<file path="src/verilog/ata_setup_pkg.sv">
`default_nettype none
package ata_setup_pkg;
	// task-file offsets; the low three bits select the register
	localparam logic [9:0] OFF_ERROR_FEATURE = 10'h1f1;
	localparam logic [9:0] OFF_SECTOR_COUNT = 10'h1f2;
	localparam logic [9:0] OFF_SECTOR_NUMBER = 10'h1f3;
	localparam logic [9:0] OFF_CYLINDER_LOW = 10'h1f4;
	localparam logic [9:0] OFF_CYLINDER_HIGH = 10'h1f5;
	localparam logic [9:0] OFF_DRIVE_HEAD = 10'h1f6;
	localparam logic [9:0] OFF_STATUS_COMMAND = 10'h1f7;

	// command codes
	localparam logic [7:0] CMD_SET_FEATURES = 8'hef;
	localparam logic [7:0] CMD_SET_MULTIPLE = 8'hc6;

	// feature codes
	localparam logic [7:0] FEAT_XFER_MODE = 8'h03;
	localparam logic [7:0] FEAT_WCACHE_ON = 8'h02;
	localparam logic [7:0] FEAT_RCACHE_OFF = 8'h55;
	localparam logic [7:0] FEAT_KEEP_SETTINGS = 8'h66;
	localparam logic [7:0] FEAT_WCACHE_OFF = 8'h82;
	localparam logic [7:0] FEAT_RCACHE_ON = 8'haa;
	localparam logic [7:0] FEAT_ECC4 = 8'hbb;
	localparam logic [7:0] FEAT_REVERT_SETTINGS = 8'hcc;

	// transfer-mode code layout: type in [7:3], mode in [2:0]
	localparam int XFER_TYPE_LSB = 3;
	localparam int XFER_TYPE_W = 5;
	localparam int XFER_MODE_W = 3;
	localparam logic [4:0] XT_PIO_DEFAULT = 5'h00;
	localparam logic [4:0] XT_PIO_FLOW = 5'h01;
	localparam logic [4:0] XT_SW_DMA = 5'h02;
	localparam logic [4:0] XT_MW_DMA = 5'h04;
	localparam logic [4:0] XT_ULTRA_DMA = 5'h08;
	localparam logic [2:0] XM_PIO_MAX = 3'h4;
	localparam logic [2:0] XM_DMA_MAX = 3'h2;
	localparam logic [2:0] XM_DEFAULT = 3'h0;

	// status and error bits
	localparam int ST_BUSY_BIT = 7;
	localparam int ST_READY_BIT = 6;
	localparam int ST_ERR_BIT = 0;
	localparam int ER_ABORT_BIT = 2;
	localparam int DH_DEV_BIT = 4;

	// identify words
	localparam logic [15:0] ID_WORD47 = 16'h0020;
	localparam logic [15:0] ID_WORD59_OFF = 16'h0000;
	localparam logic [7:0] ID_WORD59_ON_HI = 8'h01;

	// reset values
	localparam logic [7:0] RST_TASKFILE = 8'h00;
	localparam logic [7:0] RST_BLOCK_COUNT = 8'h00;

	// command execution time with busy raised
	localparam int EXEC_TIME_NS = 50;
	localparam int CLK_PERIOD_NS = 25;
	localparam int EXEC_CYCLES = (EXEC_TIME_NS + CLK_PERIOD_NS - 1) / CLK_PERIOD_NS;
endpackage
`default_nettype wire

</file>
<file path="src/verilog/ata_xfer_mode_and_multiple_setup.sv">
`timescale 1ns/1ps
`default_nettype none
module ata_xfer_mode_and_multiple_setup #(
	parameter logic DEVICE_NUMBER = 1'b0,
	parameter int EXEC_CYCLES = ata_setup_pkg::EXEC_CYCLES
) (
	// clock and reset
	input wire logic i_core_clk,
	input wire logic i_rstn,
	// host task-file pins
	input wire logic i_cs_n,
	input wire logic [2:0] i_addr,
	input wire logic [7:0] i_data,
	input wire logic i_rd_n,
	input wire logic i_wr_n,
	input wire logic i_soft_reset,
	output logic [7:0] o_data,
	output logic o_data_oe,
	output logic o_intrq,
	// state toward the rest of the drive
	output logic o_busy,
	output logic o_mult_enable,
	output logic [7:0] o_mult_count,
	output logic [4:0] o_xfer_type,
	output logic [2:0] o_xfer_mode,
	output logic o_pio4_capable,
	output logic o_mdma2_capable,
	output logic [15:0] o_id_word47,
	output logic [15:0] o_id_word59
);
	if (EXEC_CYCLES < 1 || EXEC_CYCLES > 255) begin
		$error("EXEC_CYCLES out of range");
	end

	localparam int SW = 15;
	localparam logic [7:0] EXEC_LOAD = 8'(EXEC_CYCLES - 1);

	typedef enum logic [1:0] {
		ST_IDLE = 2'b00,
		ST_EXEC = 2'b01,
		ST_DONE = 2'b11
	} fsm_t;

	function automatic logic feature_known(input logic [7:0] f);
		case (f)
			ata_setup_pkg::FEAT_WCACHE_ON, ata_setup_pkg::FEAT_RCACHE_OFF,
			ata_setup_pkg::FEAT_KEEP_SETTINGS, ata_setup_pkg::FEAT_WCACHE_OFF,
			ata_setup_pkg::FEAT_RCACHE_ON, ata_setup_pkg::FEAT_ECC4,
			ata_setup_pkg::FEAT_REVERT_SETTINGS: feature_known = 1'b1;
			default: feature_known = 1'b0;
		endcase
	endfunction

	// pin synchroniser; stage one feeds stage two only
	logic [SW-1:0] sync1_reg, sync2_reg;
	logic rd_prev_reg, wr_prev_reg;
	always_ff @(posedge i_core_clk or negedge i_rstn) begin
		if (!i_rstn) begin
			sync1_reg <= 15'h7000;
			sync2_reg <= 15'h7000;
			rd_prev_reg <= 1'b1;
			wr_prev_reg <= 1'b1;
		end else begin
			sync1_reg <= {i_cs_n, i_rd_n, i_wr_n, i_soft_reset, i_addr, i_data};
			sync2_reg <= sync1_reg;
			rd_prev_reg <= sync2_reg[13];
			wr_prev_reg <= sync2_reg[12];
		end
	end

	logic cs_s, rd_s, wr_s, srst_s;
	logic [2:0] addr_s;
	logic [7:0] data_s;
	logic rd_fall, wr_fall;
	// addr and data pass the same two stages as the strobes, so they line up;
	// the host must hold them stable for at least three clocks around the strobe edge
	assign {cs_s, rd_s, wr_s, srst_s, addr_s, data_s} = sync2_reg;
	assign rd_fall = rd_prev_reg & ~rd_s & ~cs_s;
	assign wr_fall = wr_prev_reg & ~wr_s & ~cs_s;

	logic xfer_valid, cnt_supported, cnt_zero;
	logic [4:0] xfer_type_dec;
	logic [2:0] xfer_mode_dec;

	// task file and command state
	fsm_t state_reg, state_next;
	logic [7:0] feature_reg, feature_next;
	logic [7:0] sector_count_reg, sector_count_next;
	logic [7:0] sector_number_reg, sector_number_next;
	logic [7:0] cylinder_low_reg, cylinder_low_next;
	logic [7:0] cylinder_high_reg, cylinder_high_next;
	logic [7:0] drive_head_select_reg, drive_head_select_next;
	logic [7:0] command_reg, command_next;
	logic [7:0] exec_cnt_reg, exec_cnt_next;
	logic busy_flag_reg, busy_flag_next;
	logic abort_reg, abort_next;
	logic intrq_reg, intrq_next;
	logic mult_en_reg, mult_en_next;
	logic [7:0] mult_cnt_reg, mult_cnt_next;
	logic [4:0] xtype_reg, xtype_next;
	logic [2:0] xmode_reg, xmode_next;
	logic [7:0] dout_reg, dout_next;
	logic oe_reg, oe_next;
	logic [15:0] w59_reg, w59_next;
	logic [7:0] status_reg, error_reg;
	logic selected;
	// fixed capabilities need no selection command to be usable
	logic caps_reg;
	logic [15:0] w47_reg;

	xfer_mode_decode u_xfer_decode (
		.i_code(sector_count_reg),
		.o_valid(xfer_valid),
		.o_type(xfer_type_dec),
		.o_mode(xfer_mode_dec)
	);

	block_count_check u_count_check (
		.i_count(sector_count_reg),
		.o_supported(cnt_supported),
		.o_zero(cnt_zero)
	);

	always_comb begin
		status_reg = 8'h00;
		status_reg[ata_setup_pkg::ST_BUSY_BIT] = busy_flag_reg;
		status_reg[ata_setup_pkg::ST_READY_BIT] = ~busy_flag_reg;
		status_reg[ata_setup_pkg::ST_ERR_BIT] = abort_reg;
		error_reg = 8'h00;
		error_reg[ata_setup_pkg::ER_ABORT_BIT] = abort_reg;
		selected = (drive_head_select_reg[ata_setup_pkg::DH_DEV_BIT] == DEVICE_NUMBER);
	end

	always_comb begin
		state_next = state_reg;
		feature_next = feature_reg;
		sector_count_next = sector_count_reg;
		sector_number_next = sector_number_reg;
		cylinder_low_next = cylinder_low_reg;
		cylinder_high_next = cylinder_high_reg;
		drive_head_select_next = drive_head_select_reg;
		command_next = command_reg;
		exec_cnt_next = exec_cnt_reg;
		busy_flag_next = busy_flag_reg;
		abort_next = abort_reg;
		intrq_next = intrq_reg;
		mult_en_next = mult_en_reg;
		mult_cnt_next = mult_cnt_reg;
		xtype_next = xtype_reg;
		xmode_next = xmode_reg;

		// reading status acknowledges the interrupt
		if (rd_fall && addr_s == ata_setup_pkg::OFF_STATUS_COMMAND[2:0]) begin
			intrq_next = 1'b0;
		end

		// task-file writes are ignored while busy
		if (wr_fall && !busy_flag_reg) begin
			case (addr_s)
				ata_setup_pkg::OFF_ERROR_FEATURE[2:0]: feature_next = data_s;
				ata_setup_pkg::OFF_SECTOR_COUNT[2:0]: sector_count_next = data_s;
				ata_setup_pkg::OFF_SECTOR_NUMBER[2:0]: sector_number_next = data_s;
				ata_setup_pkg::OFF_CYLINDER_LOW[2:0]: cylinder_low_next = data_s;
				ata_setup_pkg::OFF_CYLINDER_HIGH[2:0]: cylinder_high_next = data_s;
				ata_setup_pkg::OFF_DRIVE_HEAD[2:0]: drive_head_select_next = data_s;
				default: begin
					if (selected) begin
						command_next = data_s;
						busy_flag_next = 1'b1;
						abort_next = 1'b0;
						intrq_next = 1'b0;
						exec_cnt_next = EXEC_LOAD;
						state_next = ST_EXEC;
					end
				end
			endcase
		end

		case (state_reg)
			ST_IDLE: begin
			end
			ST_EXEC: begin
				if (exec_cnt_reg == 8'h00) begin
					state_next = ST_DONE;
				end else begin
					exec_cnt_next = exec_cnt_reg - 8'h01;
				end
			end
			ST_DONE: begin
				case (command_reg)
					ata_setup_pkg::CMD_SET_FEATURES: begin
						if (feature_reg == ata_setup_pkg::FEAT_XFER_MODE) begin
							if (xfer_valid) begin
								xtype_next = xfer_type_dec;
								xmode_next = xfer_mode_dec;
							end else begin
								abort_next = 1'b1;
							end
						end else if (!feature_known(feature_reg)) begin
							abort_next = 1'b1;
						end
					end
					ata_setup_pkg::CMD_SET_MULTIPLE: begin
						if (cnt_zero) begin
							mult_en_next = 1'b0;
						end else if (cnt_supported) begin
							mult_en_next = 1'b1;
							mult_cnt_next = sector_count_reg;
						end else begin
							mult_en_next = 1'b0;
							abort_next = 1'b1;
						end
					end
					default: abort_next = 1'b1;
				endcase
				busy_flag_next = 1'b0;
				intrq_next = 1'b1;
				state_next = ST_IDLE;
			end
			default: state_next = ST_IDLE;
		endcase

		// software reset ends any command but keeps the multiple settings
		if (srst_s) begin
			state_next = ST_IDLE;
			busy_flag_next = 1'b0;
			abort_next = 1'b0;
			intrq_next = 1'b0;
			mult_en_next = mult_en_reg;
			mult_cnt_next = mult_cnt_reg;
		end
	end

	// read path and identify words
	always_comb begin
		oe_next = ~rd_s & ~cs_s;
		case (addr_s)
			ata_setup_pkg::OFF_ERROR_FEATURE[2:0]: dout_next = error_reg;
			ata_setup_pkg::OFF_SECTOR_COUNT[2:0]: dout_next = sector_count_reg;
			ata_setup_pkg::OFF_SECTOR_NUMBER[2:0]: dout_next = sector_number_reg;
			ata_setup_pkg::OFF_CYLINDER_LOW[2:0]: dout_next = cylinder_low_reg;
			ata_setup_pkg::OFF_CYLINDER_HIGH[2:0]: dout_next = cylinder_high_reg;
			ata_setup_pkg::OFF_DRIVE_HEAD[2:0]: dout_next = drive_head_select_reg;
			ata_setup_pkg::OFF_STATUS_COMMAND[2:0]: dout_next = status_reg;
			default: dout_next = 8'h00;
		endcase
		if (mult_en_next) begin
			w59_next = {ata_setup_pkg::ID_WORD59_ON_HI, mult_cnt_next};
		end else begin
			w59_next = ata_setup_pkg::ID_WORD59_OFF;
		end
	end

	always_ff @(posedge i_core_clk or negedge i_rstn) begin
		if (!i_rstn) begin
			state_reg <= ST_IDLE;
			feature_reg <= ata_setup_pkg::RST_TASKFILE;
			sector_count_reg <= ata_setup_pkg::RST_TASKFILE;
			sector_number_reg <= ata_setup_pkg::RST_TASKFILE;
			cylinder_low_reg <= ata_setup_pkg::RST_TASKFILE;
			cylinder_high_reg <= ata_setup_pkg::RST_TASKFILE;
			drive_head_select_reg <= ata_setup_pkg::RST_TASKFILE;
			command_reg <= ata_setup_pkg::RST_TASKFILE;
			exec_cnt_reg <= 8'h00;
			busy_flag_reg <= 1'b0;
			abort_reg <= 1'b0;
			intrq_reg <= 1'b0;
			mult_en_reg <= 1'b0;
			mult_cnt_reg <= ata_setup_pkg::RST_BLOCK_COUNT;
			xtype_reg <= ata_setup_pkg::XT_PIO_DEFAULT;
			xmode_reg <= ata_setup_pkg::XM_DEFAULT;
			dout_reg <= 8'h00;
			oe_reg <= 1'b0;
			w59_reg <= ata_setup_pkg::ID_WORD59_OFF;
			caps_reg <= 1'b1;
			w47_reg <= ata_setup_pkg::ID_WORD47;
		end else begin
			state_reg <= state_next;
			feature_reg <= feature_next;
			sector_count_reg <= sector_count_next;
			sector_number_reg <= sector_number_next;
			cylinder_low_reg <= cylinder_low_next;
			cylinder_high_reg <= cylinder_high_next;
			drive_head_select_reg <= drive_head_select_next;
			command_reg <= command_next;
			exec_cnt_reg <= exec_cnt_next;
			busy_flag_reg <= busy_flag_next;
			abort_reg <= abort_next;
			intrq_reg <= intrq_next;
			mult_en_reg <= mult_en_next;
			mult_cnt_reg <= mult_cnt_next;
			xtype_reg <= xtype_next;
			xmode_reg <= xmode_next;
			dout_reg <= dout_next;
			oe_reg <= oe_next;
			w59_reg <= w59_next;
			caps_reg <= 1'b1;
			w47_reg <= ata_setup_pkg::ID_WORD47;
		end
	end

	assign o_data = dout_reg;
	assign o_data_oe = oe_reg;
	assign o_intrq = intrq_reg;
	assign o_busy = busy_flag_reg;
	assign o_mult_enable = mult_en_reg;
	assign o_mult_count = mult_cnt_reg;
	assign o_xfer_type = xtype_reg;
	assign o_xfer_mode = xmode_reg;
	assign o_pio4_capable = caps_reg;
	assign o_mdma2_capable = caps_reg;
	assign o_id_word47 = w47_reg;
	assign o_id_word59 = w59_reg;
endmodule
`default_nettype wire

</file>
<file path="src/verilog/xfer_mode_decode.sv">
`timescale 1ns/1ps
`default_nettype none
module xfer_mode_decode (
	// code from the sector count register
	input wire logic [7:0] i_code,
	// decoded result
	output logic o_valid,
	output logic [4:0] o_type,
	output logic [2:0] o_mode
);
	always_comb begin
		o_type = i_code[7:ata_setup_pkg::XFER_TYPE_LSB];
		o_mode = i_code[ata_setup_pkg::XFER_TYPE_LSB-1:0];
		case (o_type)
			ata_setup_pkg::XT_PIO_DEFAULT: o_valid = (o_mode == ata_setup_pkg::XM_DEFAULT);
			ata_setup_pkg::XT_PIO_FLOW: o_valid = (o_mode <= ata_setup_pkg::XM_PIO_MAX);
			ata_setup_pkg::XT_SW_DMA: o_valid = (o_mode <= ata_setup_pkg::XM_DMA_MAX);
			ata_setup_pkg::XT_MW_DMA: o_valid = (o_mode <= ata_setup_pkg::XM_DMA_MAX);
			ata_setup_pkg::XT_ULTRA_DMA: o_valid = (o_mode <= ata_setup_pkg::XM_DMA_MAX);
			default: o_valid = 1'b0;
		endcase
	end
endmodule
`default_nettype wire

</file>
<file path="src/verilog/block_count_check.sv">
`timescale 1ns/1ps
`default_nettype none
module block_count_check (
	// requested sectors per block
	input wire logic [7:0] i_count,
	// verdict
	output logic o_supported,
	output logic o_zero
);
	always_comb begin
		o_zero = (i_count == 8'h00);
		case (i_count)
			8'h02, 8'h04, 8'h08, 8'h10, 8'h20: o_supported = 1'b1;
			default: o_supported = 1'b0;
		endcase
	end
endmodule
`default_nettype wire

</file>
<file path="config.mk">
export PLATFORM = sky130hd
export DESIGN_NAME = ata_xfer_mode_and_multiple_setup
export DESIGN_NICKNAME = d
export VERILOG_FILES = /design/src/verilog/ata_setup_pkg.sv /design/src/verilog/ata_xfer_mode_and_multiple_setup.sv /design/src/verilog/xfer_mode_decode.sv /design/src/verilog/block_count_check.sv
export SDC_FILE = /design/constraint.sdc
export NUM_CORES = 1
export LEC_CHECK = 0
export ABC_AREA = 1
export BUFFER_PORTS_ARGS = -buffer_cell sky130_fd_sc_hd__buf_2
export CAP_MARGIN = 20
export CORE_MARGIN = 10
export CORE_UTILIZATION = 23
export DETAILED_ROUTE_END_ITERATION = 16
export GPL_ROUTABILITY_DRIVEN = 1
export GPL_TIMING_DRIVEN = 0
export PLACE_DENSITY = 0.42
export SYNTH_ARGS = -nofsm -noshare
export SYNTH_HDL_FRONTEND = slang
export SYNTH_SLANG_ARGS = --single-unit
</file>
<file path="constraint.sdc">
create_clock -name i_core_clk -period 2.1 [get_ports i_core_clk]
set_clock_uncertainty 0.05 [all_clocks]
set_input_delay 0.21 -clock i_core_clk [delete_from_list [all_inputs] [get_ports i_core_clk]]
set_output_delay 0.21 -clock i_core_clk [all_outputs]
set_load 0.05 [all_outputs]
</file>
==> flow_summary_export.csv <==
group,metric,value,unit
floorplanning,rows,57,
grt,first_global_vias,4291,
finish,multi_input_combinational_cell_area,0.00187,sq mm
power_and_ir_drop,intPower,5.11,mW
floorplanning,dieHeight,177,um
clock_network,postCtsSetupRepairBufs,0,
routing,drt_iter0_drc,214,
synthesis,synth_mux_area_share,0.351,%
sta,fin_crit_sh,83.5,%
synthesis,dominant_combinational_cell_family_by_area_after_synthesis,"simple AND/OR/NAND/NOR gates",
power_and_ir_drop,worst_ir_drop_vdd,0.528,mV
power_and_ir_drop,clkPwrFrac,41.8,%
finish,synthToLayoutAreaGrowth,27.4,%
setup_path,worst-path-max-fanout,10,
synthesis,synth_seq_cells,135,
sta,final-setup-viol-count,0,
clock_network,clock_sinks,135,
synthesis,synthesis.area,0.00570,sq mm
routing,antenna_violating_nets_post_route,0,
synthesis,synth_compound_area_share,10.5,%
setup_path,crit_type,"flop to flop",
setup_path,critical_path.reg2reg.startpoint,"sync2_reg[8]",
setup_path,r2r_slack,0.35,ns
synthesis,synthesized_netlist_cell_count,585,
routing,drt-total-wl,13600,um
hold_path,worstHoldPathType,"input port to asynchronous set/reset pin",
synthesis,synth_xor_xnor_area_share,0,%
synthesis,synth_enable_flop_cells,0,
grt,grt.total_usage,9.14,%
setup_path,timing.critical_path.from_type,"flop",
power_and_ir_drop,p_sw_share,30.5,%
outcome,status,"finished clean",
floorplanning,initial_utilization,23.4,%
floorplanning,die-area,0.0315,sq mm
grt,maximum_number_of_pins_on_one_net_before_global_route_repair,93,
grt,grt_pass1_wl,22700,um
setup_path,crit_path_end_kind,"flop",
synthesis,asyncSetResetFlopFracSynth,100,%
clock_network,worst_setup_hold_path_clk_slew,0.06,ns
clock_network,ctsRootBufferMaster,"sky130_fd_sc_hd__clkbuf_16",
setup_path,required,2.34,ns
place,place_congestion,0.750,
synthesis,yosysWarningCount,0,
power_and_ir_drop,power.switching,2.25,mW
finish,fillerInstances,2582,
synthesis,seq_area_frac_synth,59.4,%
sta,timing.final.crit_period,1.75,ns
finish,ff_latch_area,0.00339,sq mm
sta,timing.final.hold_violations,0,
sta,timing.final.max_slew_violations,0,
setup_path,r2r_end,"drive_head_select_reg[7]",
power_and_ir_drop,p_per_area,1010,mW/mm^2
finish,finish.instance_area,0.00726,sq mm
power_and_ir_drop,power.sequential.fraction,43.2,%
finish,finalNetCount,716,
grt,number_of_antenna_violations_at_the_first_check_in_global_routing,0,
floorplanning,die_width,177,um
floorplanning,pin_count,79,
grt,overflow,0,
place,numPortBuffers,53,
setup_path,cp.arrival,2.00,ns
routing,drt-wirelength-per-cell,13.1,um
clock_network,clk-insertion-delay-late,0.42,ns
finish,antenna-diode-count,0,
run,cap_viol_max_count,0,
place,detailedPlacementHpwl,9600,um
power_and_ir_drop,combinationalPowerShare,15.0,%
clock_network,cts_buffers,17,
routing,drc,0,
setup_path,ff2ff_path_depth,6,
sta,fin_ws,0.346,ns
place,pre_cts_slack,0.333,ns
clock_network,max_clock_buf_depth,2,
finish,most-common-layout-cells,"sky130_fd_sc_hd__nand2_1, sky130_fd_sc_hd__dfrtp_1, sky130_fd_sc_hd__buf_2",
synthesis,synth_cell_types,39,
synthesis,yosys.area_share.adder,0.439,%
finish,layout-drive-gt1-share,27.7,%
finish,layout_commonest_cell,"sky130_fd_sc_hd__nand2_1",
synthesis,synth-main-ff-cell,"sky130_fd_sc_hd__dfrtp_1",
clock_network,tritoncts,"done",
place,placement.cell_area,0.00649,sq mm
routing,vias_per_cell,3.92,
routing,first_pass_iters,4,
clock_network,cts.htree.levels,4,
synthesis,syn_avg_cell_area,9.74,sq um
sta,maxClockFrequency,0.570,GHz
routing,dr_total_vias,4054,
finish,fraction_of_the_core_area_covered_by_cells_at_the_end_of_the_flow,29.9,%
power_and_ir_drop,leakage,3.63,nW
floorplanning,placeableCoreArea,0.0243,sq mm
synthesis,synth-simple-area-share,19.8,%
sta,rsz_0062_raised_after_global_routing,"no",
[metal layers]
layer / global-route usage [%] / up-vias / share of wire, %
met5: 0 / - / 0
met4: 3.30 / 0 / 1.4
met3: 3.06 / 14 / 6.5
met2: 13.7 / 89 / 43
met1: 12.0 / 1888 / 49
li1: - / 2063 / -
[through the flow]
step / setup TNS (ns) / hold WS [ns] / std cells / power [mW]
3_3_place_gp: -172.09 / 0.266 / 985 / 4.31
3_5_place_dp: 0 / 0.114 / 986 / 4.33
5_1_grt: 0 / 0.257 / 1034 / 7.82
2_1_floorplan: 0 / -0.136 / 608 / 4.01
6_report: 0 / 0.226 / 1034 / 7.36
4_1_cts: 0 / 0.227 / 1034 / 7.48
[final cells by class]
class,count,area share [%]
timing repair buffer,70,6.32
sequential,135,46.7
multi-input combinational,370,25.7
clock buffer,17,5.86
inverter,64,3.31
tap,324,5.58
buffer,39,4.01
clock inverter,15,2.55
[worst max-delay path, stage by stage (launching register included)]
cell                      delay, ns
sky130_fd_sc_hd__dfrtp_1       0.37
sky130_fd_sc_hd__buf_4         0.17
sky130_fd_sc_hd__nor3_4        0.44
sky130_fd_sc_hd__nand2_2       0.21
sky130_fd_sc_hd__buf_2         0.24
sky130_fd_sc_hd__nand2_1       0.07
sky130_fd_sc_hd__o21ai_1       0.06
[worst max path at each step]
stage,startpoint,end,slack (ns)
after detailed placement,sync2_reg[8],drive_head_select_reg[7],0.33
after global placement,i_rstn,o_id_word59[2],-1.34
after global routing,exec_cnt_reg[0],exec_cnt_reg[7],0.21
after CTS,sync2_reg[8],drive_head_select_reg[7],0.33
after floorplan,o_busy,feature_reg[6],0.57
final,sync2_reg[8],drive_head_select_reg[7],0.35
[power groups by stage]
stage,clock network [mW],logic (mW),registers [mW]
2_1_floorplan,0,0.782,3.23
3_3_place_gp,0,1.09,3.23
3_5_place_dp,0,1.10,3.22
4_1_cts,3.17,1.13,3.18
5_1_grt,3.31,1.28,3.24
6_report,3.07,1.11,3.18
[what timing repair did]
| item | CTS | global route |
|---|---|---|
| hold buffers | 16 | 0 |
| endpoints found under the hold margin | 58 | 0 |
| resized for setup | 0 | 0 |
[cells by family (layout without fill, tap and decap cells)]
family | count (synthesis) | in the layout
fa+ha+maj | 2 | 2
other cells | 2 | 25
flops | 135 | 135
simple gates | 245 | 245
mux | 2 | 2
buf+inv | 103 | 205
compound gates | 96 | 96
[synth_stat cells, types with 3 or more instances]
| cell type | number | area, sq um |
|---|---|---|
| sky130_fd_sc_hd__inv_1 | 51 | 191 |
| sky130_fd_sc_hd__a22oi_1 | 6 | 45.0 |
| sky130_fd_sc_hd__nand2_2 | 17 | 106 |
| sky130_fd_sc_hd__nor2_2 | 3 | 18.8 |
| sky130_fd_sc_hd__inv_2 | 13 | 48.8 |
| sky130_fd_sc_hd__nand4_1 | 9 | 56.3 |
| sky130_fd_sc_hd__dfrtp_1 | 127 | 3180 |
| sky130_fd_sc_hd__nor3_4 | 3 | 48.8 |
| sky130_fd_sc_hd__buf_4 | 29 | 218 |
| sky130_fd_sc_hd__nor2_1 | 40 | 150 |
| sky130_fd_sc_hd__a21oi_1 | 8 | 40.0 |
| sky130_fd_sc_hd__buf_6 | 4 | 45.0 |
| sky130_fd_sc_hd__nand2_1 | 137 | 514 |
| sky130_fd_sc_hd__o21ai_1 | 22 | 110 |
| sky130_fd_sc_hd__o21ai_0 | 31 | 155 |
| sky130_fd_sc_hd__dfstp_2 | 8 | 210 |
| sky130_fd_sc_hd__nor3_1 | 5 | 25.0 |
| sky130_fd_sc_hd__buf_2 | 5 | 25.0 |
| sky130_fd_sc_hd__nor2_4 | 3 | 33.8 |
| sky130_fd_sc_hd__o21ai_2 | 20 | 175 |
| sky130_fd_sc_hd__nand3_1 | 20 | 100 |
Power figures use the tool's default switching activity.
